===== config.mk =====
export PLATFORM = sky130hd
export DESIGN_NAME = hspc_counters
export DESIGN_NICKNAME = d
export VERILOG_FILES = /design/src/hspc_counters.v
export VERILOG_INCLUDE_DIRS = /design/src
export SDC_FILE = /design/constraint.sdc
export NUM_CORES = 2
export LEC_CHECK = 0
export ABC_AREA = 1
export BUFFER_PORTS_ARGS = -buffer_cell sky130_fd_sc_hd__buf_2
export CELL_PAD_IN_SITES_DETAIL_PLACEMENT = 1
export CELL_PAD_IN_SITES_GLOBAL_PLACEMENT = 1
export CORE_MARGIN = 5
export CORE_UTILIZATION = 40
export CTS_CLUSTER_DIAMETER = 100
export DETAILED_ROUTE_END_ITERATION = 10
export GPL_TIMING_DRIVEN = 0
export PLACE_DENSITY_LB_ADDON = 0.1
export SYNTH_ARGS = -nofsm -noshare
export SYNTH_HDL_FRONTEND = slang
export SYNTH_SLANG_ARGS = --single-unit

===== constraint.sdc =====
create_clock -name sys_clk -period 7.5 [get_ports sys_clk]
set_input_delay 1.5 -clock sys_clk [delete_from_list [all_inputs] [get_ports sys_clk]]
set_output_delay 1.5 -clock sys_clk [all_outputs]
set_load 0.005 [all_outputs]

===== src/hspc_defs.vh =====
`ifndef HSPC_DEFS_VH
`define HSPC_DEFS_VH
// Register byte addresses
`define HSPC_ADDR_CTRL 12'h000
`define HSPC_ADDR_EDGE 12'h004
`define HSPC_ADDR_DIR 12'h008
`define HSPC_ADDR_QMODE 12'h00c
`define HSPC_ADDR_RSTDIS 12'h010
`define HSPC_ADDR_IRQEN 12'h014
`define HSPC_ADDR_RESET 12'h018
`define HSPC_ADDR_STATUS 12'h01c
`define HSPC_ADDR_CAP_LO 12'h020
`define HSPC_ADDR_CAP_HI 12'h024
`define HSPC_ADDR_PRESET_BASE 12'h040
`define HSPC_ADDR_COUNT_BASE 12'h080
`define HSPC_ADDR_BIND 12'h0c0
// Quadrature mode codes
`define HSPC_QMODE_DOUBLE 2'h2
`define HSPC_QMODE_QUAD 2'h3
`define HSPC_QMODE_RESET 2'h3
// Counter indices: 0..7 scan counters, 8 single-input hw, 9 up/down, 10 quadrature
`define HSPC_HW_SINGLE 4
`define HSPC_CH_SINGLE 8
`define HSPC_CH_UPDN 9
`define HSPC_CH_QUAD 10
// Rate limits in Hz, clock in Hz
`define HSPC_CLK_HZ 25000000
`define HSPC_SCAN_MAX_HZ 10000
`define HSPC_QUAD_LO_HZ 15000
`define HSPC_QUAD_HI_HZ 5000
`define HSPC_HW_FAST_HZ 100000
`define HSPC_HW_SLOW_HZ 20000
`endif


===== src/hspc_counters.v =====
// Added by the designer: the register offsets and the APB slave port.
`timescale 1ns/10ps
`default_nettype none
`include "hspc_defs.vh"
module hspc_counters #(
    parameter NSCAN = 8,
    parameter FAST_MODEL = 1
) (
    input wire sys_clk,
    input wire rst_n,
    input wire psel,
    input wire penable,
    input wire pwrite,
    input wire [11:0] paddr,
    input wire [31:0] pwdata,
    output reg [31:0] prdata,
    output wire pready,
    output wire pslverr,
    input wire [7:0] count_in,
    output reg [10:0] counter_output,
    output wire syntax_error,
    output reg reset_input_interrupt
);
    localparam NCH = NSCAN + 3;
    // Minimum pulse spacing in cycles for each rate ceiling
    localparam SCAN_GAP = `HSPC_CLK_HZ / `HSPC_SCAN_MAX_HZ;
    localparam QLO_GAP = `HSPC_CLK_HZ / `HSPC_QUAD_LO_HZ;
    localparam QHI_GAP = `HSPC_CLK_HZ / `HSPC_QUAD_HI_HZ;
    localparam HW_GAP = FAST_MODEL ? `HSPC_CLK_HZ / `HSPC_HW_FAST_HZ
                                   : `HSPC_CLK_HZ / `HSPC_HW_SLOW_HZ;

    reg [NCH-1:0] ctrl;
    reg [7:0] edge_sel;
    reg [7:0] dir_sel;
    reg [1:0] quadrature_mode_reg;
    reg reset_disable_bit_a;
    reg irq_en;
    reg syntax_flag;
    reg [31:0] capture_low_word;
    reg [31:0] capture_high_word;
    reg [31:0] bind_map;
    reg [31:0] preset_count [0:NCH-1];
    reg [31:0] present_count [0:NCH-1];
    reg [7:0] sync1;
    reg [7:0] sync2;
    reg [7:0] prev;
    reg [NCH-1:0] reset_cmd;
    reg [NCH-1:0] load_cmd;
    reg [31:0] load_val;

    wire wr = psel & penable & pwrite;
    wire rd = psel & penable & ~pwrite;
    assign pready = 1'b1;
    wire known = (paddr <= `HSPC_ADDR_CAP_HI) || (paddr == `HSPC_ADDR_BIND) ||
                 ((paddr >= `HSPC_ADDR_PRESET_BASE) &&
                  (paddr < `HSPC_ADDR_PRESET_BASE + 4 * NCH)) ||
                 ((paddr >= `HSPC_ADDR_COUNT_BASE) &&
                  (paddr < `HSPC_ADDR_COUNT_BASE + 4 * NCH));
    assign pslverr = psel & penable & ~known;
    assign syntax_error = syntax_flag;

    // Two-flop synchroniser then edge detect on the second stage
    always @(posedge sys_clk) begin
        if (!rst_n) begin
            sync1 <= 8'h00;
            sync2 <= 8'h00;
            prev <= 8'h00;
        end else begin
            sync1 <= count_in;
            sync2 <= sync1;
            prev <= sync2;
        end
    end
    wire [7:0] rise = sync2 & ~prev;
    wire [7:0] fall = ~sync2 & prev;

    // Input ownership: overlapping enables on one input is an error
    wire single_on = ctrl[`HSPC_CH_SINGLE];
    wire updn_on = ctrl[`HSPC_CH_UPDN];
    wire quad_on = ctrl[`HSPC_CH_QUAD];
    wire [7:0] own_hw = ({6'h00, {2{single_on}}}) | ({6'h00, {2{updn_on}}}) |
                        ({4'h0, {2{quad_on}}, 2'h0});
    wire conflict_hw = (single_on & updn_on);
    wire [7:0] scan_on = ctrl[7:0];
    wire conflict_scan = |(scan_on & own_hw);
    // Conflicting binding rejected on every cycle the enables hold it, one edge after the enabling write lands
    wire bind_bad = conflict_hw | conflict_scan;

    // Per-channel rate guard: edges closer than the ceiling are dropped
    reg [15:0] gap_cnt [0:NCH-1];
    wire [NCH-1:0] step;
    wire [NCH-1:0] down;
    wire [NCH-1:0] ready_ch;
    genvar g;
    generate
        for (g = 0; g < NSCAN; g = g + 1) begin : g_scan
            // Edge choice and direction per scan counter
            assign step[g] = scan_on[g] & ready_ch[g] &
                             (edge_sel[g] ? fall[g] : rise[g]);
            assign down[g] = dir_sel[g];
        end
    endgenerate

    // Hardware single input on input 0, companion reset on input 1
    assign step[`HSPC_CH_SINGLE] = single_on & ready_ch[`HSPC_CH_SINGLE] & rise[0];
    assign down[`HSPC_CH_SINGLE] = 1'b0;
    // Up/down two-input: input 0 up, input 1 down
    wire ud_up = rise[0];
    wire ud_dn = rise[1];
    // Direction-input form on the same pair: input 0 counts, input 1 level sets sense
    wire dir_mode = bind_map[0];
    wire dir_down = sync2[1];
    wire ud_step = dir_mode ? rise[0] : (ud_up ^ ud_dn);
    assign step[`HSPC_CH_UPDN] = updn_on & ready_ch[`HSPC_CH_UPDN] & ud_step;
    assign down[`HSPC_CH_UPDN] = dir_mode ? dir_down : ud_dn;

    // Quadrature on inputs 2 (A) and 3 (B)
    wire qa = sync2[2];
    wire qb = sync2[3];
    wire qa_ev = rise[2] | fall[2];
    wire qb_ev = rise[3] | fall[3];
    // Double rate counts A edges only, quadruple counts both phases
    wire q_ev = (quadrature_mode_reg == `HSPC_QMODE_DOUBLE) ? (qa_ev & ~qb_ev)
                : (qa_ev ^ qb_ev);
    // After an A edge, A differing from B means A leads
    wire q_up = qa_ev ? (qa != qb) : (qa == qb);
    assign step[`HSPC_CH_QUAD] = quad_on & ready_ch[`HSPC_CH_QUAD] & q_ev;
    assign down[`HSPC_CH_QUAD] = ~q_up;

    // Rate guard counters and per-channel spacing
    generate
        for (g = 0; g < NCH; g = g + 1) begin : g_gap
            localparam integer LIM = (g < NSCAN) ? SCAN_GAP :
                (g == `HSPC_CH_QUAD) ? QLO_GAP : HW_GAP;
            assign ready_ch[g] = (gap_cnt[g] == 16'h0000);
            always @(posedge sys_clk) begin
                if (!rst_n) begin
                    gap_cnt[g] <= 16'h0000;
                end else if (step[g]) begin
                    gap_cnt[g] <= LIM[15:0] - 16'h0001;
                end else if (gap_cnt[g] != 16'h0000) begin
                    gap_cnt[g] <= gap_cnt[g] - 16'h0001;
                end
            end
        end
    endgenerate

    // Companion reset input: rising or falling selected by edge bit 1
    wire rst_edge = edge_sel[1] ? fall[1] : rise[1];
    wire rst_active = single_on & ~reset_disable_bit_a & rst_edge;
    wire hw_irq = rst_active & irq_en;
    wire hw_plain_rst = rst_active & ~irq_en;

    // Count update, preset compare, captures
    generate
        for (g = 0; g < NCH; g = g + 1) begin : g_cnt
            wire clr = reset_cmd[g] |
                       ((g == `HSPC_CH_SINGLE) && (hw_plain_rst | hw_irq));
            wire [31:0] nv = down[g] ? present_count[g] - 32'h1
                                     : present_count[g] + 32'h1;
            always @(posedge sys_clk) begin
                if (!rst_n) begin
                    present_count[g] <= 32'h0;
                    counter_output[g] <= 1'b0;
                end else if (clr) begin
                    present_count[g] <= 32'h0;
                    counter_output[g] <= 1'b0;
                end else if (load_cmd[g]) begin
                    present_count[g] <= load_val;
                end else if (step[g]) begin
                    present_count[g] <= nv;
                    // Signed compare: on at or above preset, off below
                    counter_output[g] <= ($signed(nv) >= $signed(preset_count[g]));
                end
            end
        end
    endgenerate

    // Capture the count before the clear, then flag the interrupt routine
    always @(posedge sys_clk) begin
        if (!rst_n) begin
            capture_low_word <= 32'h0;
            capture_high_word <= 32'h0;
            reset_input_interrupt <= 1'b0;
        end else begin
            reset_input_interrupt <= hw_irq;
            if (hw_irq) begin
                capture_low_word <= {16'h0000, present_count[`HSPC_CH_SINGLE][15:0]};
                capture_high_word <= {16'h0000, present_count[`HSPC_CH_SINGLE][31:16]};
            end
        end
    end

    // APB writes; reset and load are one-cycle commands
    integer i;
    always @(posedge sys_clk) begin
        if (!rst_n) begin
            ctrl <= {NCH{1'b0}};
            edge_sel <= 8'h00;
            dir_sel <= 8'h00;
            quadrature_mode_reg <= `HSPC_QMODE_RESET;
            reset_disable_bit_a <= 1'b0;
            irq_en <= 1'b0;
            syntax_flag <= 1'b0;
            reset_cmd <= {NCH{1'b0}};
            load_cmd <= {NCH{1'b0}};
            load_val <= 32'h0;
            bind_map <= 32'h0;
            for (i = 0; i < NCH; i = i + 1) begin
                preset_count[i] <= 32'h0;
            end
        end else begin
            reset_cmd <= {NCH{1'b0}};
            load_cmd <= {NCH{1'b0}};
            if (bind_bad) begin
                // Refuse the binding: drop back to no counters
                ctrl <= {NCH{1'b0}};
                syntax_flag <= 1'b1;
            end
            if (wr) begin
                case (paddr)
                    `HSPC_ADDR_CTRL: begin
                        ctrl <= pwdata[NCH-1:0];
                    end
                    `HSPC_ADDR_EDGE: edge_sel <= pwdata[7:0];
                    `HSPC_ADDR_DIR: dir_sel <= pwdata[7:0];
                    `HSPC_ADDR_QMODE: begin
                        quadrature_mode_reg <= (pwdata[1:0] == `HSPC_QMODE_DOUBLE) ?
                            `HSPC_QMODE_DOUBLE : `HSPC_QMODE_QUAD;
                    end
                    `HSPC_ADDR_RSTDIS: reset_disable_bit_a <= pwdata[0];
                    `HSPC_ADDR_IRQEN: irq_en <= pwdata[0];
                    `HSPC_ADDR_RESET: reset_cmd <= pwdata[NCH-1:0];
                    `HSPC_ADDR_STATUS: begin
                        if (pwdata[0] && !bind_bad) begin
                            syntax_flag <= 1'b0;
                        end
                    end
                    `HSPC_ADDR_BIND: bind_map <= pwdata;
                    default: begin
                        for (i = 0; i < NCH; i = i + 1) begin
                            if (paddr == `HSPC_ADDR_PRESET_BASE + 4 * i) begin
                                preset_count[i] <= pwdata;
                            end
                            if (paddr == `HSPC_ADDR_COUNT_BASE + 4 * i) begin
                                load_cmd[i] <= 1'b1;
                                load_val <= pwdata;
                            end
                        end
                    end
                endcase
            end
        end
    end

    // APB read mux, registered so data changes only on a read
    always @(posedge sys_clk) begin
        if (!rst_n) begin
            prdata <= 32'h0;
        end else if (psel & ~penable & ~pwrite) begin
            prdata <= 32'h0;
            case (paddr)
                `HSPC_ADDR_CTRL: prdata <= {{(32-NCH){1'b0}}, ctrl};
                `HSPC_ADDR_EDGE: prdata <= {24'h0, edge_sel};
                `HSPC_ADDR_DIR: prdata <= {24'h0, dir_sel};
                `HSPC_ADDR_QMODE: prdata <= {30'h0, quadrature_mode_reg};
                `HSPC_ADDR_RSTDIS: prdata <= {31'h0, reset_disable_bit_a};
                `HSPC_ADDR_IRQEN: prdata <= {31'h0, irq_en};
                `HSPC_ADDR_STATUS: prdata <= {31'h0, syntax_flag};
                `HSPC_ADDR_CAP_LO: prdata <= capture_low_word;
                `HSPC_ADDR_CAP_HI: prdata <= capture_high_word;
                `HSPC_ADDR_BIND: prdata <= bind_map;
                default: begin
                    for (i = 0; i < NCH; i = i + 1) begin
                        if (paddr == `HSPC_ADDR_PRESET_BASE + 4 * i) begin
                            prdata <= preset_count[i];
                        end
                        if (paddr == `HSPC_ADDR_COUNT_BASE + 4 * i) begin
                            prdata <= present_count[i];
                        end
                    end
                end
            endcase
        end
    end
    wire unused_rd = rd;
endmodule
`default_nettype wire


==> results.md <==
- Run status: complete, but fails checks
- Failing checks: capacitance limit
- Hold WC Path Type: reg -> reg
- R2R Path Start: bind_map[0]$_SDFFE_PN0P_
- WL/cell: 28.9 µm
- Leakage power: 36.9 nW
- Initial antenna violation count: 33
- Area share of the largest cell type after synthesis: 0.353
- Most frequent cells in the layout: nand2_1, inv_1, nor2_1
- Yosys warns: 0
- R2R Setup Slk: 0.43 ns
- Period Utilization, post-route: 0.942
- # IOs: 104
- Tmin final: 7.07 ns
- Finished Core Util: 0.455
- CORE AREA: roughly 190000 µm²
- Vias: ~72000
- RSZ-0062 raised after global routing: false
- CP Capture Type: register
- Post-synthesis mux area share: 0
- Slew HR: 0.00180
- Hold Crit Endpoint: sync2[5]$_SDFF_PN0_
- Clock Path Buffers: 3
- Largest net degree at the start of global routing: 34
- Drc violations: 0
- Synth Area in Simple Gates: 0.209
- Final setup fails: 0
- Synth Register Bits: 1097
- Slew Limit Fails: 0
- Initial Util: 0.403
- Fmax achieved: approximately 0.14 GHz
- Worst Setup Path Type: reg -> reg
- Startpoint Class: register
- Hold_ws: 0.414 ns
- Max-Cap Viols: 1
- Synth Area in Compound Gates: 0.138
- CTS Root Cell: clkbuf_16
- Initial DRC Count: 7737
- Clock sink total: 1097
- Crit path DAT: 7.73 ns
- DR vias/cell: 5.83
- Post-Synth Adder-Cell Area: 0.110
- Layout fillers: 22600
- CTS tree: done
- Crit path required time: 8.16 ns
- Registers with the most flip-flops: present_count (352), preset_count (352), gap_cnt (176)
- Synthesized cell area: 74900 µm²
- Maximum VDD drop: 235 µV
- Final hold violation count: 0
- Post-Synth XOR/XNOR Area: 0.0454
- Largest family of logic cells by synthesized area: simple AND/OR/NAND/NOR gates
- Drt pass-1 iters: 5
- Vias in the first global route: 71300
- Die ar.: 196000 µm²
- First-pass GRT wire length: between 400000 and 500000 µm
- GRT Residual Overflow: 0
- Hold_sp: sync1[5]$_SDFF_PN0_
- Total routed wirelength: ~360000 µm
- Worst-Margin Slew: 1.50 ns
- Later-pin clock latency in the skew report: 0.81 ns
- Nets: 10400
- Hold Crit Depth: 2
- Total GRT Usage: 0.349
- Final HPWL DP: 280000 µm
- Mapped Nets: 10100
- Multi-input logic area: 37700 µm²
- Clock-pin transition on the worst setup and hold timing paths: approximately 0.07 ns
- Yosys top cell by area: edfxtp_1
- Reg area: about 30000 µm²
- Ys async rst share: 0
- Die Span Y: 443 µm
- H-Tree Depth: 4
- Post-synth top flop: edfxtp_1
- PortBufs: 101
- FF-to-FF End: counter_output[9]$_SDFFE_PP0P_
- Area contributors post-synth: edfxtp_1, ha_1, nand2_1, inv_1, dfxtp_1
- Final Wtd Congestion: 0.979
- Final ANT Viol Nets: 0
- # hold bufs at CTS: 0
- Area Overhead vs Synth: 12.9%
- Layout cells sized above 1: 0.0688
- CTS Buf Count: 140
- Clock skew: 0.0276 ns
- R2R cell count: 23
- PwrDens: 207 nW/µm²
- FP Rows: 158
- Die span in x: around 440 µm
- Post-synth EDFFs: 880
- Register area share after synthesis: 0.411
- Yosys cell types: 75
- Crit path max fanout: 15
- Commonest non-fill, non-tap cell in the layout: nand2_1
- Post-Synthesis Cells: 9354
- Mean Syn Cell Area: 8.00 µm²
worst max-delay path by stage:
stage                              from                                 to  slack, ns  depth (start not counted)
2_1_floorplan                  paddr[9]  preset_count[10][0]$_SDFFCE_PN0P_       1.96                         10
3_3_place_gp                      rst_n  preset_count[10][2]$_SDFFCE_PN0P_      -1.68                          4
3_5_place_dp        sync2[1]$_SDFF_PN0_     counter_output[9]$_SDFFE_PP0P_       0.04                         25
4_1_cts             sync2[1]$_SDFF_PN0_     counter_output[9]$_SDFFE_PP0P_       0.60                         25
5_1_grt             sync2[1]$_SDFF_PN0_     counter_output[9]$_SDFFE_PP0P_       0.21                         25
6_report       bind_map[0]$_SDFFE_PN0P_     counter_output[9]$_SDFFE_PP0P_       0.43                         23
synth_stat cells, types with 17 or more instances:
cell         n
a211oi_1    32
a21oi_1    745
a221oi_1    25
a31oi_1     24
buf_2       47
clkbuf_1   211
dfxtp_1    217
edfxtp_1   880
ha_1       642
inv_1     1399
inv_2       17
nand2_1   1693
nand2_2     36
nand3_1    287
nand4_1    253
nor2_1    1092
nor3_1     115
nor4_1      54
o211ai_1    21
o21a_1      26
o21ai_0    636
o21ai_1     41
o21bai_1    43
o221ai_1    23
o22ai_1    137
o31ai_1     19
or2_2       38
xnor2_1    142
xor2_1     242
per-stage QoR:
step / TNS, ns / setup WS [ns] / std cells / total power [mW] / instance area [µm²]
final: 0 / 0.432 / 12300 / 17.5 / 84500
after global routing: 0 / 0.215 / 12300 / 18.3 / 84400
after CTS: 0 / 0.600 / 12300 / 17.6 / 84400
after detailed placement: 0 / 0.0406 / 12000 / 10.9 / 80000
after global placement: -53.55 / -1.68 / 11900 / 10.7 / 78500
after floorplan: 0 / 1.96 / 9354 / 9.79 / 74900
final cells by class:
type | instances | area share
Inverter | 1425 | 0.0634
Multi-Input combinational cell | 6550 | 0.446
Antenna cell | 26 | 0.000770
Timing Repair inverter | 1 | 0.0000592
Tap cell | 2480 | 0.0367
Sequential cell | 1097 | 0.364
Buffer | 282 | 0.0148
Clock inverter | 68 | 0.00584
Timing Repair Buffer | 166 | 0.0225
Clock buffer | 188 | 0.0458
metal layers:
layer | wire length [µm] | up-vias | track usage
li1 | - | 32300 | -
met4 | 26300 | 4 | 0.227
met5 | 29 | - | 0
met2 | 156000 | 3090 | 0.542
met1 | 144000 | 35500 | 0.452
met3 | 28800 | 754 | 0.0567
critical path, cell delays in order, from the launching register on:
cell	delay, ns
dfxtp_1	0.41
a21oi_2	0.78
clkinvlp_4	0.69
ha_1	0.52
a21oi_1	0.16
nand2_1	0.10
a21oi_1	0.24
o21ai_0	0.21
a21boi_1	0.41
o21ai_0	0.23
a21oi_1	0.31
o21ai_2	0.11
a21oi_1	0.28
o21ai_2	0.13
nand3_1	0.10
nand3b_1	0.10
and2_1	0.20
ha_1	0.27
nand2_1	0.06
nor4_1	0.75
nand2_1	0.16
nand3_1	0.13
xor2_1	0.39
a31oi_1	0.15
what timing repair did:
item	in CTS	in global routing
resized for setup	2	0
endpoints found under the setup margin	1	0
buffers inserted	0	0
cells by family after synthesis:
family,count (synthesis)
and+or+nand+nor,3658
AOI/OAI and AO/OA,1854
buffers and inverters,1707
DFF,1097
adders and majority gates,651
xor gates and xnor gates,386
other,1
power breakdown:
| group | switching [mW] | total (mW) | internal, mW | leakage [nW] |
|---|---|---|---|---|
| combinational | 2.07 | 3.10 | 1.03 | 24.0 |
| sequential | 0.468 | 7.71 | 7.24 | 10.8 |
| clock | 2.92 | 6.71 | 3.80 | 2.15 |
| total | 5.46 | 17.5 | 12.1 | 36.9 |
Power figures use the tool's default switching activity.
